===== config.mk =====
export PLATFORM = sky130hd
export DESIGN_NAME = cmul_slice
export DESIGN_NICKNAME = d
export VERILOG_FILES = /design/src/design/cmul_pkg.sv /design/src/design/cmul_slice.sv
export SDC_FILE = /design/constraint.sdc
export NUM_CORES = 2
export LEC_CHECK = 0
export ABC_AREA = 0
export BUFFER_PORTS_ARGS = -buffer_cell sky130_fd_sc_hd__buf_2
export CORE_MARGIN = 5
export CORE_UTILIZATION = 50
export CTS_CLUSTER_DIAMETER = 40
export DETAILED_ROUTE_END_ITERATION = 8
export GPL_TIMING_DRIVEN = 0
export PLACE_DENSITY = 0.8
export SLEW_MARGIN = 20
export SYNTH_ARGS = -nofsm -noshare
export SYNTH_HDL_FRONTEND = slang
export SYNTH_SLANG_ARGS = --single-unit
export TNS_END_PERCENT = 10

===== constraint.sdc =====
create_clock -name clk_i -period 14.5 [get_ports clk_i]
set_input_delay 0.725 -clock clk_i [delete_from_list [all_inputs] [get_ports clk_i]]
set_output_delay 0.725 -clock clk_i [all_outputs]
set_load 0.03 [all_outputs]

===== src/design/cmul_pkg.sv =====
// package for the configurable signed multiplier slice: widths, register map, carriers
package cmul_pkg;

  // operand and product widths
  localparam int CMUL_WIDE_W = 18;
  localparam int CMUL_NARROW_W = 9;
  localparam int CMUL_PROD_W = 36;
  localparam int CMUL_HALF_PROD_W = 18;

  // apb register map (byte addresses)
  localparam int CMUL_ADDR_W = 12;
  localparam logic [11:0] CMUL_CTRL_OFF = 12'h000;
  localparam logic [11:0] CMUL_STATUS_OFF = 12'h004;
  localparam logic [11:0] CMUL_PROD_LO_OFF = 12'h008;
  localparam logic [11:0] CMUL_PROD_HI_OFF = 12'h00c;

  // control register fields
  localparam int CMUL_CTRL_NARROW_BIT = 0;
  localparam int CMUL_CTRL_IN_REG_BIT = 1;
  localparam int CMUL_CTRL_OUT_REG_BIT = 2;
  localparam logic [2:0] CMUL_CTRL_RESET = 3'h0;

  // status register fields
  localparam int CMUL_STAT_SIGNED_BIT = 0;
  localparam int CMUL_STAT_NARROW_BIT = 1;

  // operands and sign controls from the fabric travel together
  typedef struct packed {
    logic sign_a;
    logic sign_b;
    logic [17:0] a;
    logic [17:0] b;
  } cmul_ops_t;

  // configuration held in the control register
  typedef struct packed {
    logic out_reg;
    logic in_reg;
    logic narrow;
  } cmul_cfg_t;

endpackage : cmul_pkg


===== src/design/cmul_slice.sv =====
// configurable 18x18 / dual 9x9 signed-unsigned multiplier slice with apb control
`timescale 1ns/100ps
// Notes on behaviour
// - wide mode multiplies one pair of up-to-18-bit operands into one product.
// - narrow mode gives two independent 9x9 multipliers with separate products.
// - a sign control of 1 means two's complement, 0 means unsigned.
// - product is unsigned only if both operands unsigned, else signed.
// - one a-sign and one b-sign control serve both narrow halves.
// - sign controls may change at run time, no reconfiguration needed.
// - full-width product, never truncated or rounded, for any signedness.
// - operand inputs and products may each be registered or bypassed.
// - sign controls may be registered once with the operands.
// - all slice registers share one clock, clock enable and clear.
module cmul_slice
  import cmul_pkg::*;
(
  // clock and bus reset
  input wire logic clk_i,
  input wire logic reset_i,
  // apb slave
  input wire logic psel_i,
  input wire logic penable_i,
  input wire logic pwrite_i,
  input wire logic [CMUL_ADDR_W-1:0] paddr_i,
  input wire logic [31:0] pwdata_i,
  output logic [31:0] prdata_o,
  output logic pready_o,
  output logic pslverr_o,
  // slice register controls from the fabric
  input wire logic ena_i,
  input wire logic aclr_i,
  // operands and sign controls
  input wire cmul_ops_t ops_i,
  // product
  output logic [CMUL_PROD_W-1:0] product_o,
  output logic product_signed_o
);

  ////////////////////////////////////////////////////////////////////////////
  // arithmetic helpers

  // wide product: sign-extend each operand by one bit, full 36-bit result
  function automatic logic [CMUL_PROD_W-1:0] mul_wide(input logic [17:0] a,
      input logic [17:0] b, input logic sa, input logic sb);
    logic signed [37:0] p;
    p = $signed({sa & a[17], a}) * $signed({sb & b[17], b});
    return p[CMUL_PROD_W-1:0];
  endfunction : mul_wide

  // narrow product: 9x9 with the same sign handling, 18-bit result
  function automatic logic [CMUL_HALF_PROD_W-1:0] mul_narrow(input logic [8:0] a,
      input logic [8:0] b, input logic sa, input logic sb);
    logic signed [19:0] p;
    p = $signed({sa & a[8], a}) * $signed({sb & b[8], b});
    return p[CMUL_HALF_PROD_W-1:0];
  endfunction : mul_narrow

  ////////////////////////////////////////////////////////////////////////////
  // apb control and status registers

  cmul_cfg_t cfg_reg, cfg_next;
  logic [31:0] prdata_reg, prdata_next;
  logic pready_reg, pready_next;
  logic pslverr_reg, pslverr_next;
  logic setup_phase;
  logic mapped;

  assign setup_phase = psel_i & ~penable_i;

  // decode, read mux and write; answer is registered so the access phase lasts one cycle
  always_comb begin
    cfg_next = cfg_reg;
    prdata_next = prdata_reg;
    pready_next = 1'b0;
    pslverr_next = 1'b0;
    mapped = (paddr_i == CMUL_CTRL_OFF) || (paddr_i == CMUL_STATUS_OFF) ||
             (paddr_i == CMUL_PROD_LO_OFF) || (paddr_i == CMUL_PROD_HI_OFF);
    if (setup_phase) begin
      pready_next = 1'b1;
      pslverr_next = ~mapped;
      prdata_next = 32'h0000_0000;
      case (paddr_i)
        CMUL_CTRL_OFF: prdata_next = {29'h0000_0000, cfg_reg};
        CMUL_STATUS_OFF: begin
          prdata_next[CMUL_STAT_SIGNED_BIT] = product_signed_o;
          prdata_next[CMUL_STAT_NARROW_BIT] = cfg_reg.narrow;
        end
        CMUL_PROD_LO_OFF: prdata_next = product_o[31:0];
        CMUL_PROD_HI_OFF: prdata_next = {28'h000_0000, product_o[CMUL_PROD_W-1:32]};
        default: prdata_next = 32'h0000_0000;
      endcase
    end
    // write takes effect only at the completing edge of the access phase
    if (psel_i && penable_i && pready_reg && pwrite_i && paddr_i == CMUL_CTRL_OFF) begin
      cfg_next = cmul_cfg_t'(pwdata_i[2:0]);
    end
  end

  // bus registers use the synchronous bus reset
  always_ff @(posedge clk_i) begin
    if (reset_i) begin
      cfg_reg <= cmul_cfg_t'(CMUL_CTRL_RESET);
      prdata_reg <= 32'h0000_0000;
      pready_reg <= 1'b0;
      pslverr_reg <= 1'b0;
    end else begin
      cfg_reg <= cfg_next;
      prdata_reg <= prdata_next;
      pready_reg <= pready_next;
      pslverr_reg <= pslverr_next;
    end
  end

  assign prdata_o = prdata_reg;
  assign pready_o = pready_reg;
  assign pslverr_o = pslverr_reg;

  ////////////////////////////////////////////////////////////////////////////
  // input stage: operands and sign controls, registered or bypassed

  cmul_ops_t ops_reg, ops_next;
  cmul_ops_t ops_use;
  logic [CMUL_PROD_W-1:0] prod_comb;
  logic signed_comb;

  // one enable for the whole slice; low holds every register
  always_comb begin
    ops_next = ena_i ? ops_i : ops_reg;
  end

  // sign controls sit in the same stage as the data so they stay aligned
  always_ff @(posedge clk_i or posedge aclr_i) begin
    if (aclr_i) begin
      ops_reg <= '0;
    end else begin
      ops_reg <= ops_next;
    end
  end

  // bypass muxes let the fabric trade latency for timing margin
  assign ops_use = cfg_reg.in_reg ? ops_reg : ops_i;

  ////////////////////////////////////////////////////////////////////////////
  // multiplier core

  // sign is per operand and applied afresh on every product, so it may change any cycle
  always_comb begin
    if (cfg_reg.narrow) begin
      // the single pair of sign controls drives both halves
      prod_comb[CMUL_HALF_PROD_W-1:0] = mul_narrow(ops_use.a[8:0], ops_use.b[8:0],
          ops_use.sign_a, ops_use.sign_b);
      prod_comb[CMUL_PROD_W-1:CMUL_HALF_PROD_W] = mul_narrow(ops_use.a[17:9],
          ops_use.b[17:9], ops_use.sign_a, ops_use.sign_b);
    end else begin
      prod_comb = mul_wide(ops_use.a, ops_use.b, ops_use.sign_a, ops_use.sign_b);
    end
    signed_comb = ops_use.sign_a | ops_use.sign_b;
  end

  ////////////////////////////////////////////////////////////////////////////
  // output stage: product registered or bypassed

  logic [CMUL_PROD_W-1:0] prod_reg, prod_next;
  logic signed_reg, signed_next;

  always_comb begin
    prod_next = ena_i ? prod_comb : prod_reg;
    signed_next = ena_i ? signed_comb : signed_reg;
  end

  // same clock, enable and clear as the input stage
  always_ff @(posedge clk_i or posedge aclr_i) begin
    if (aclr_i) begin
      prod_reg <= '0;
      signed_reg <= 1'b0;
    end else begin
      prod_reg <= prod_next;
      signed_reg <= signed_next;
    end
  end

  // in bypass the product is combinational from the operand path
  assign product_o = cfg_reg.out_reg ? prod_reg : prod_comb;
  assign product_signed_o = cfg_reg.out_reg ? signed_reg : signed_comb;

  ////////////////////////////////////////////////////////////////////////////
  // assertions

  logic bypass_all;
  assign bypass_all = ~cfg_reg.in_reg & ~cfg_reg.out_reg;

  wide_product_a: assert property (@(posedge clk_i) disable iff (aclr_i || reset_i)
    bypass_all && !cfg_reg.narrow |->
      product_o == mul_wide(ops_i.a, ops_i.b, ops_i.sign_a, ops_i.sign_b))
    else $error("wide product wrong");

  narrow_low_a: assert property (@(posedge clk_i) disable iff (aclr_i || reset_i)
    bypass_all && cfg_reg.narrow |->
      product_o[17:0] == mul_narrow(ops_i.a[8:0], ops_i.b[8:0], ops_i.sign_a, ops_i.sign_b))
    else $error("low narrow product wrong");

  narrow_high_a: assert property (@(posedge clk_i) disable iff (aclr_i || reset_i)
    bypass_all && cfg_reg.narrow |->
      product_o[35:18] == mul_narrow(ops_i.a[17:9], ops_i.b[17:9], ops_i.sign_a, ops_i.sign_b))
    else $error("high narrow product wrong");

  unsigned_full_a: assert property (@(posedge clk_i) disable iff (aclr_i || reset_i)
    bypass_all && !cfg_reg.narrow && !ops_i.sign_a && !ops_i.sign_b &&
      ops_i.a == 18'h3ffff && ops_i.b == 18'h3ffff |-> product_o == 36'hf_fff8_0001)
    else $error("unsigned full width product truncated");

  signed_minus_a: assert property (@(posedge clk_i) disable iff (aclr_i || reset_i)
    bypass_all && !cfg_reg.narrow && ops_i.sign_a && !ops_i.sign_b &&
      ops_i.a == 18'h3ffff && ops_i.b == 18'h00001 |-> product_o == 36'hf_ffff_ffff)
    else $error("signed operand not treated as negative");

  sign_flag_a: assert property (@(posedge clk_i) disable iff (aclr_i || reset_i)
    bypass_all |-> product_signed_o == (ops_i.sign_a | ops_i.sign_b))
    else $error("product sign flag wrong");

  input_stage_a: assert property (@(posedge clk_i) disable iff (aclr_i || reset_i)
    ena_i |=> ops_reg == $past(ops_i))
    else $error("input stage did not load operands and signs");

  output_pipe_a: assert property (@(posedge clk_i) disable iff (aclr_i || reset_i)
    cfg_reg.in_reg && cfg_reg.out_reg && !cfg_reg.narrow && ena_i ##1 ena_i && $stable(cfg_reg)
      |=> prod_reg == mul_wide($past(ops_i.a, 2), $past(ops_i.b, 2), $past(ops_i.sign_a, 2),
        $past(ops_i.sign_b, 2)))
    else $error("two stage product misaligned");

  enable_hold_a: assert property (@(posedge clk_i) disable iff (aclr_i || reset_i)
    !ena_i |=> $stable(ops_reg) && $stable(prod_reg) && $stable(signed_reg))
    else $error("slice register changed with enable low");

  clear_zero_a: assert property (@(posedge clk_i) disable iff (reset_i)
    aclr_i && $past(aclr_i) |-> ops_reg == '0 && prod_reg == '0 && !signed_reg)
    else $error("clear did not zero slice registers");

  // registered sign flag must travel with its product through the output stage
  sign_pipe_a: assert property (@(posedge clk_i) disable iff (aclr_i || reset_i)
    ena_i |=> signed_reg == $past(signed_comb))
    else $error("sign flag left its product");

  ////////////////////////////////////////////////////////////////////////////
  // bus assertions: the control register decides bypass and mode, so it must be exact

  // every setup cycle is answered by a registered ready one cycle later
  apb_ready_a: assert property (@(posedge clk_i) disable iff (reset_i)
    psel_i && !penable_i |=> pready_o)
    else $error("apb ready missing after setup");

  // ready is a single pulse so a back to back setup is not mistaken for an access
  apb_single_a: assert property (@(posedge clk_i) disable iff (reset_i)
    pready_o |=> !pready_o)
    else $error("apb ready longer than one cycle");

  // a control write lands at the completing edge of the access phase
  cfg_write_a: assert property (@(posedge clk_i) disable iff (reset_i)
    psel_i && penable_i && pready_o && pwrite_i && paddr_i == CMUL_CTRL_OFF |=>
      cfg_reg == cmul_cfg_t'($past(pwdata_i[2:0])))
    else $error("control write did not land");

  // control reads back what was written, upper bits zero
  ctrl_read_a: assert property (@(posedge clk_i) disable iff (reset_i)
    psel_i && !penable_i && paddr_i == CMUL_CTRL_OFF |=>
      prdata_o == {29'h0000_0000, $past(cfg_reg)})
    else $error("control read back wrong");

  // addresses past the last register answer with an error and zero data
  unmapped_err_a: assert property (@(posedge clk_i) disable iff (reset_i)
    psel_i && !penable_i && paddr_i > CMUL_PROD_HI_OFF |=>
      pslverr_o && prdata_o == 32'h0000_0000)
    else $error("unmapped access not refused");

  // the four aligned registers never raise an error
  mapped_ok_a: assert property (@(posedge clk_i) disable iff (reset_i)
    psel_i && !penable_i && paddr_i <= CMUL_PROD_HI_OFF && paddr_i[1:0] == 2'h0 |=>
      !pslverr_o)
    else $error("mapped access flagged as error");

  // status bits mirror the live sign flag and mode, captured at the setup edge
  status_read_a: assert property (@(posedge clk_i) disable iff (aclr_i || reset_i)
    psel_i && !penable_i && paddr_i == CMUL_STATUS_OFF |=>
      prdata_o == {30'h0000_0000, $past(cfg_reg.narrow), $past(product_signed_o)})
    else $error("status read wrong");

  // high product word carries only the four top bits; reads are not atomic
  prod_high_a: assert property (@(posedge clk_i) disable iff (aclr_i || reset_i)
    psel_i && !penable_i && paddr_i == CMUL_PROD_HI_OFF |=>
      prdata_o == {28'h000_0000, $past(product_o[35:32])})
    else $error("high product word wrong");

  narrow_cov: cover property (@(posedge clk_i) cfg_reg.narrow && ops_i.sign_a && ena_i);
  wide_signed_cov: cover property (@(posedge clk_i) !cfg_reg.narrow && product_signed_o);
  piped_cov: cover property (@(posedge clk_i) cfg_reg.in_reg && cfg_reg.out_reg && ena_i ##1 ena_i);
  sign_change_cov: cover property (@(posedge clk_i) ena_i && $changed(ops_i.sign_b));
  clear_cov: cover property (@(posedge clk_i) $fell(aclr_i));

endmodule : cmul_slice


==> impl_metrics.toml <==
[sta]
finalCritPeriodShare_pct = 82.8
drv_slew = 0
finalSetupViolCount = 0
tightest_slew_ns = 1.08
maxSlewHeadroom_pct = 28.2
fin_skew_ns = 0.0234
worst_slack_ns = 2.50
timing.setup.tns_ns = 0
max_freq_mhz = 83.3
rsz0062_at_grt = "no"
hold_viol_final = 0
fin_crit_ns = 12.00

[worst_setup_path]
cpMaxStageDelayCell = "clkbuf_1"
worstSetupEndpointType = "output pin"
cpPeakStageDelay_ns = 0.83
start_kind = "register"
cp.required_ns = 13.78
crit_type = "reg2out"
r2r_end = "prdata_o[3]$_SDFFE_PP0P_"
cpMostUsedCell = "fa_1"
ff2ff_setup_slack_ns = 3.63
arrival_ns = 11.28
crit_fanout = 10
r2r_cells = 28
r2r_start = "cfg_reg[1]$_SDFFE_PP0P_"

[worst_hold_path]
hp-class = "in2async"

[floorplanning]
die_y_um = 224
rows = 78
die_w_um = 224
fp.dieArea_um2 = 50000
core_um2 = 45300
initial_utilization_pct = 50.3
num_io_pins = 160

[clock_tree]
post_cts_resized = 0
cts_buffer_depth = 2
clock-sinks = 112
clk_latency_ns = 0.38
cts_tree = "yes"
cts_hold_buf = 0
clk_pin_slew_ns = 0.09
postCtsSetupRepairBufs = 0
h-tree-depth = 3
cts-root-buf = "clkbuf_16"
numCtsBuffers = 9

[synth]
yosysMostFrequentCell = "inv_1"
synth-edff-count = 0
synth_ff_type = "dfrtp_1"
ys_types = 68
synth.cell_area_um2 = 22800
yosysTopAreaCell = "fa_1"
ys_seq_area_share_pct = 11.5
netlist_instances = 2436
synth.net_count = 3159
async_reset_ff_share_pct = 67.0
synth_top_area_share_pct = 39.5
yosys_warnings = 0
synthTopCellsByArea = "fa_1 (40%), ha_1 (10%), inv_1 (8.7%)"
ys_ff_latch = 112
synth_common_cells = "inv_1 (528), fa_1 (450), nand2_1 (273), nor2_1 (231), ha_1 (184)"
postSynthAreaPerCell_um2 = 9.36

[routing]
wl_um = 74900
drtIter0Drc = 1681
dr.pass1.iters = 5
drc = 0
routed-via-count = 18300
ant_nets = 0
vias_per_cell = 5.74
routedWlPerCell_um = 23.5

[place]
gp_congestion = 0.993
dp_hpwl_um = 63200
io_buffer_count = 128
pre_cts_ws_ns = 3.15

[grt]
met3_usage_pct = 4.70
grt_max_degree = 41
grt_busiest_layer = "met2"
grt_overflow_total = 0
grt_usage_pct = 30.4
grt_pass1_wl_um = 116000
antenna_found_initial = 1
grt_pass1_vias = 19900
grtUsageMet1_pct = 40.5
use_met2_pct = 50.4

[finish]
drive_gt1_share_pct = 11.9
syn_to_final_growth_pct = 8.09
fill_cells = 4105
multiInputGateArea_um2 = 18000
seq_area_um2 = 2620
final_util_pct = 54.4
nets = 3302
largest_reg_flops = 38

[status]
status = "finished clean"

[run]
maxCapViolations = 0
[cell usage in the layout, fill, tap and decap left out, drive strengths merged, types with 9 or more instances in the layout]
cell type  synthesis  final
inv              529    532
fa               450    450
nand2            273    273
nor2             231    231
ha               184    184
buf               17    149
mux2             119    119
dfrtp             75     75
clkbuf            61     71
a21oi             69     69
xnor2             52     52
o21ai             50     50
mux2i             48     48
dfxtp             37     37
a22o              18     18
a21o              18     18
xor2              17     17
nand3             15     15
nor3              13     13
nand2b            11     11
and3              10     10
and2              10     10
nand4              9      9
a211oi             9      9
o21a               9      9
[kinds of logic (layout without fill, tap and decap cells)]
| logic type | Yosys count | after routing | share of synthesized area (%) |
|---|---|---|---|
| buf+inv | 607 | 755 | 10.1 |
| mux | 167 | 167 | 8.03 |
| fa+ha+maj | 634 | 634 | 49.6 |
| compound gates | 253 | 253 | 7.47 |
| flops | 112 | 112 | 11.5 |
| xor+xnor | 70 | 70 | 2.75 |
| simple gates | 593 | 593 | 10.6 |
| other cells | 0 | 2 | 0 |
[layout make-up]
class	instances	area share, %
diodes	2	0.0203
repair buffers	132	2.85
well taps	600	3.05
multi-input cells	1717	72.9
flip-flops and latches	112	10.6
plain buffers	78	1.24
clock buffers	10	1.02
clock inverters	6	0.269
inverters	529	8.07
[metal layers]
layer / up-vias / share of wire, % / wire length, µm
li1: 7869 / - / -
met3: 169 / 8.2 / 6130
met5: - / 0 / 0
met1: 9421 / 40 / 29600
met4: 0 / 4.8 / 3620
met2: 841 / 47 / 35500
[worst max-delay path by stage]
| stage | from | endpoint | slack, ns | depth (start not counted) |
|---|---|---|---|---|
| 2_1_floorplan | cfg_reg[1]$_SDFFE_PP0P_ | product_o[35] | 5.73 | 28 |
| 3_3_place_gp | cfg_reg[1]$_SDFFE_PP0P_ | product_o[35] | 2.93 | 27 |
| 3_5_place_dp | cfg_reg[1]$_SDFFE_PP0P_ | product_o[35] | 3.15 | 28 |
| 4_1_cts | cfg_reg[1]$_SDFFE_PP0P_ | product_o[35] | 2.72 | 28 |
| 5_1_grt | cfg_reg[1]$_SDFFE_PP0P_ | product_o[35] | 2.24 | 28 |
| 6_report | cfg_reg[1]$_SDFFE_PP0P_ | product_o[35] | 2.50 | 28 |
[metrics by stage]
step | instance area [µm²] | cells | hold slack [ns]
3_3_place_gp | 24200 | 3164 | 0.438
2_1_floorplan | 22800 | 2436 | 0.452
3_5_place_dp | 24300 | 3168 | 0.441
6_report | 24600 | 3186 | 0.382
4_1_cts | 24600 | 3184 | 0.394
5_1_grt | 24600 | 3185 | 0.425
[worst max-delay path: cells and delay by family (launching register included)]
kind,cells,cell delay [ns]
AO/OA/AOI/OAI,4,1.68
multiplexers,1,0.37
AND/OR/NAND/NOR,5,1.38
buffers and inverters,10,3.00
flip-flops,1,0.47
adder cells (fa/ha/maj),8,4.00
Power is left out: the tool's default activity adds up to more than one toggle a clock period on the data nets, which glitch-free logic cannot reach.
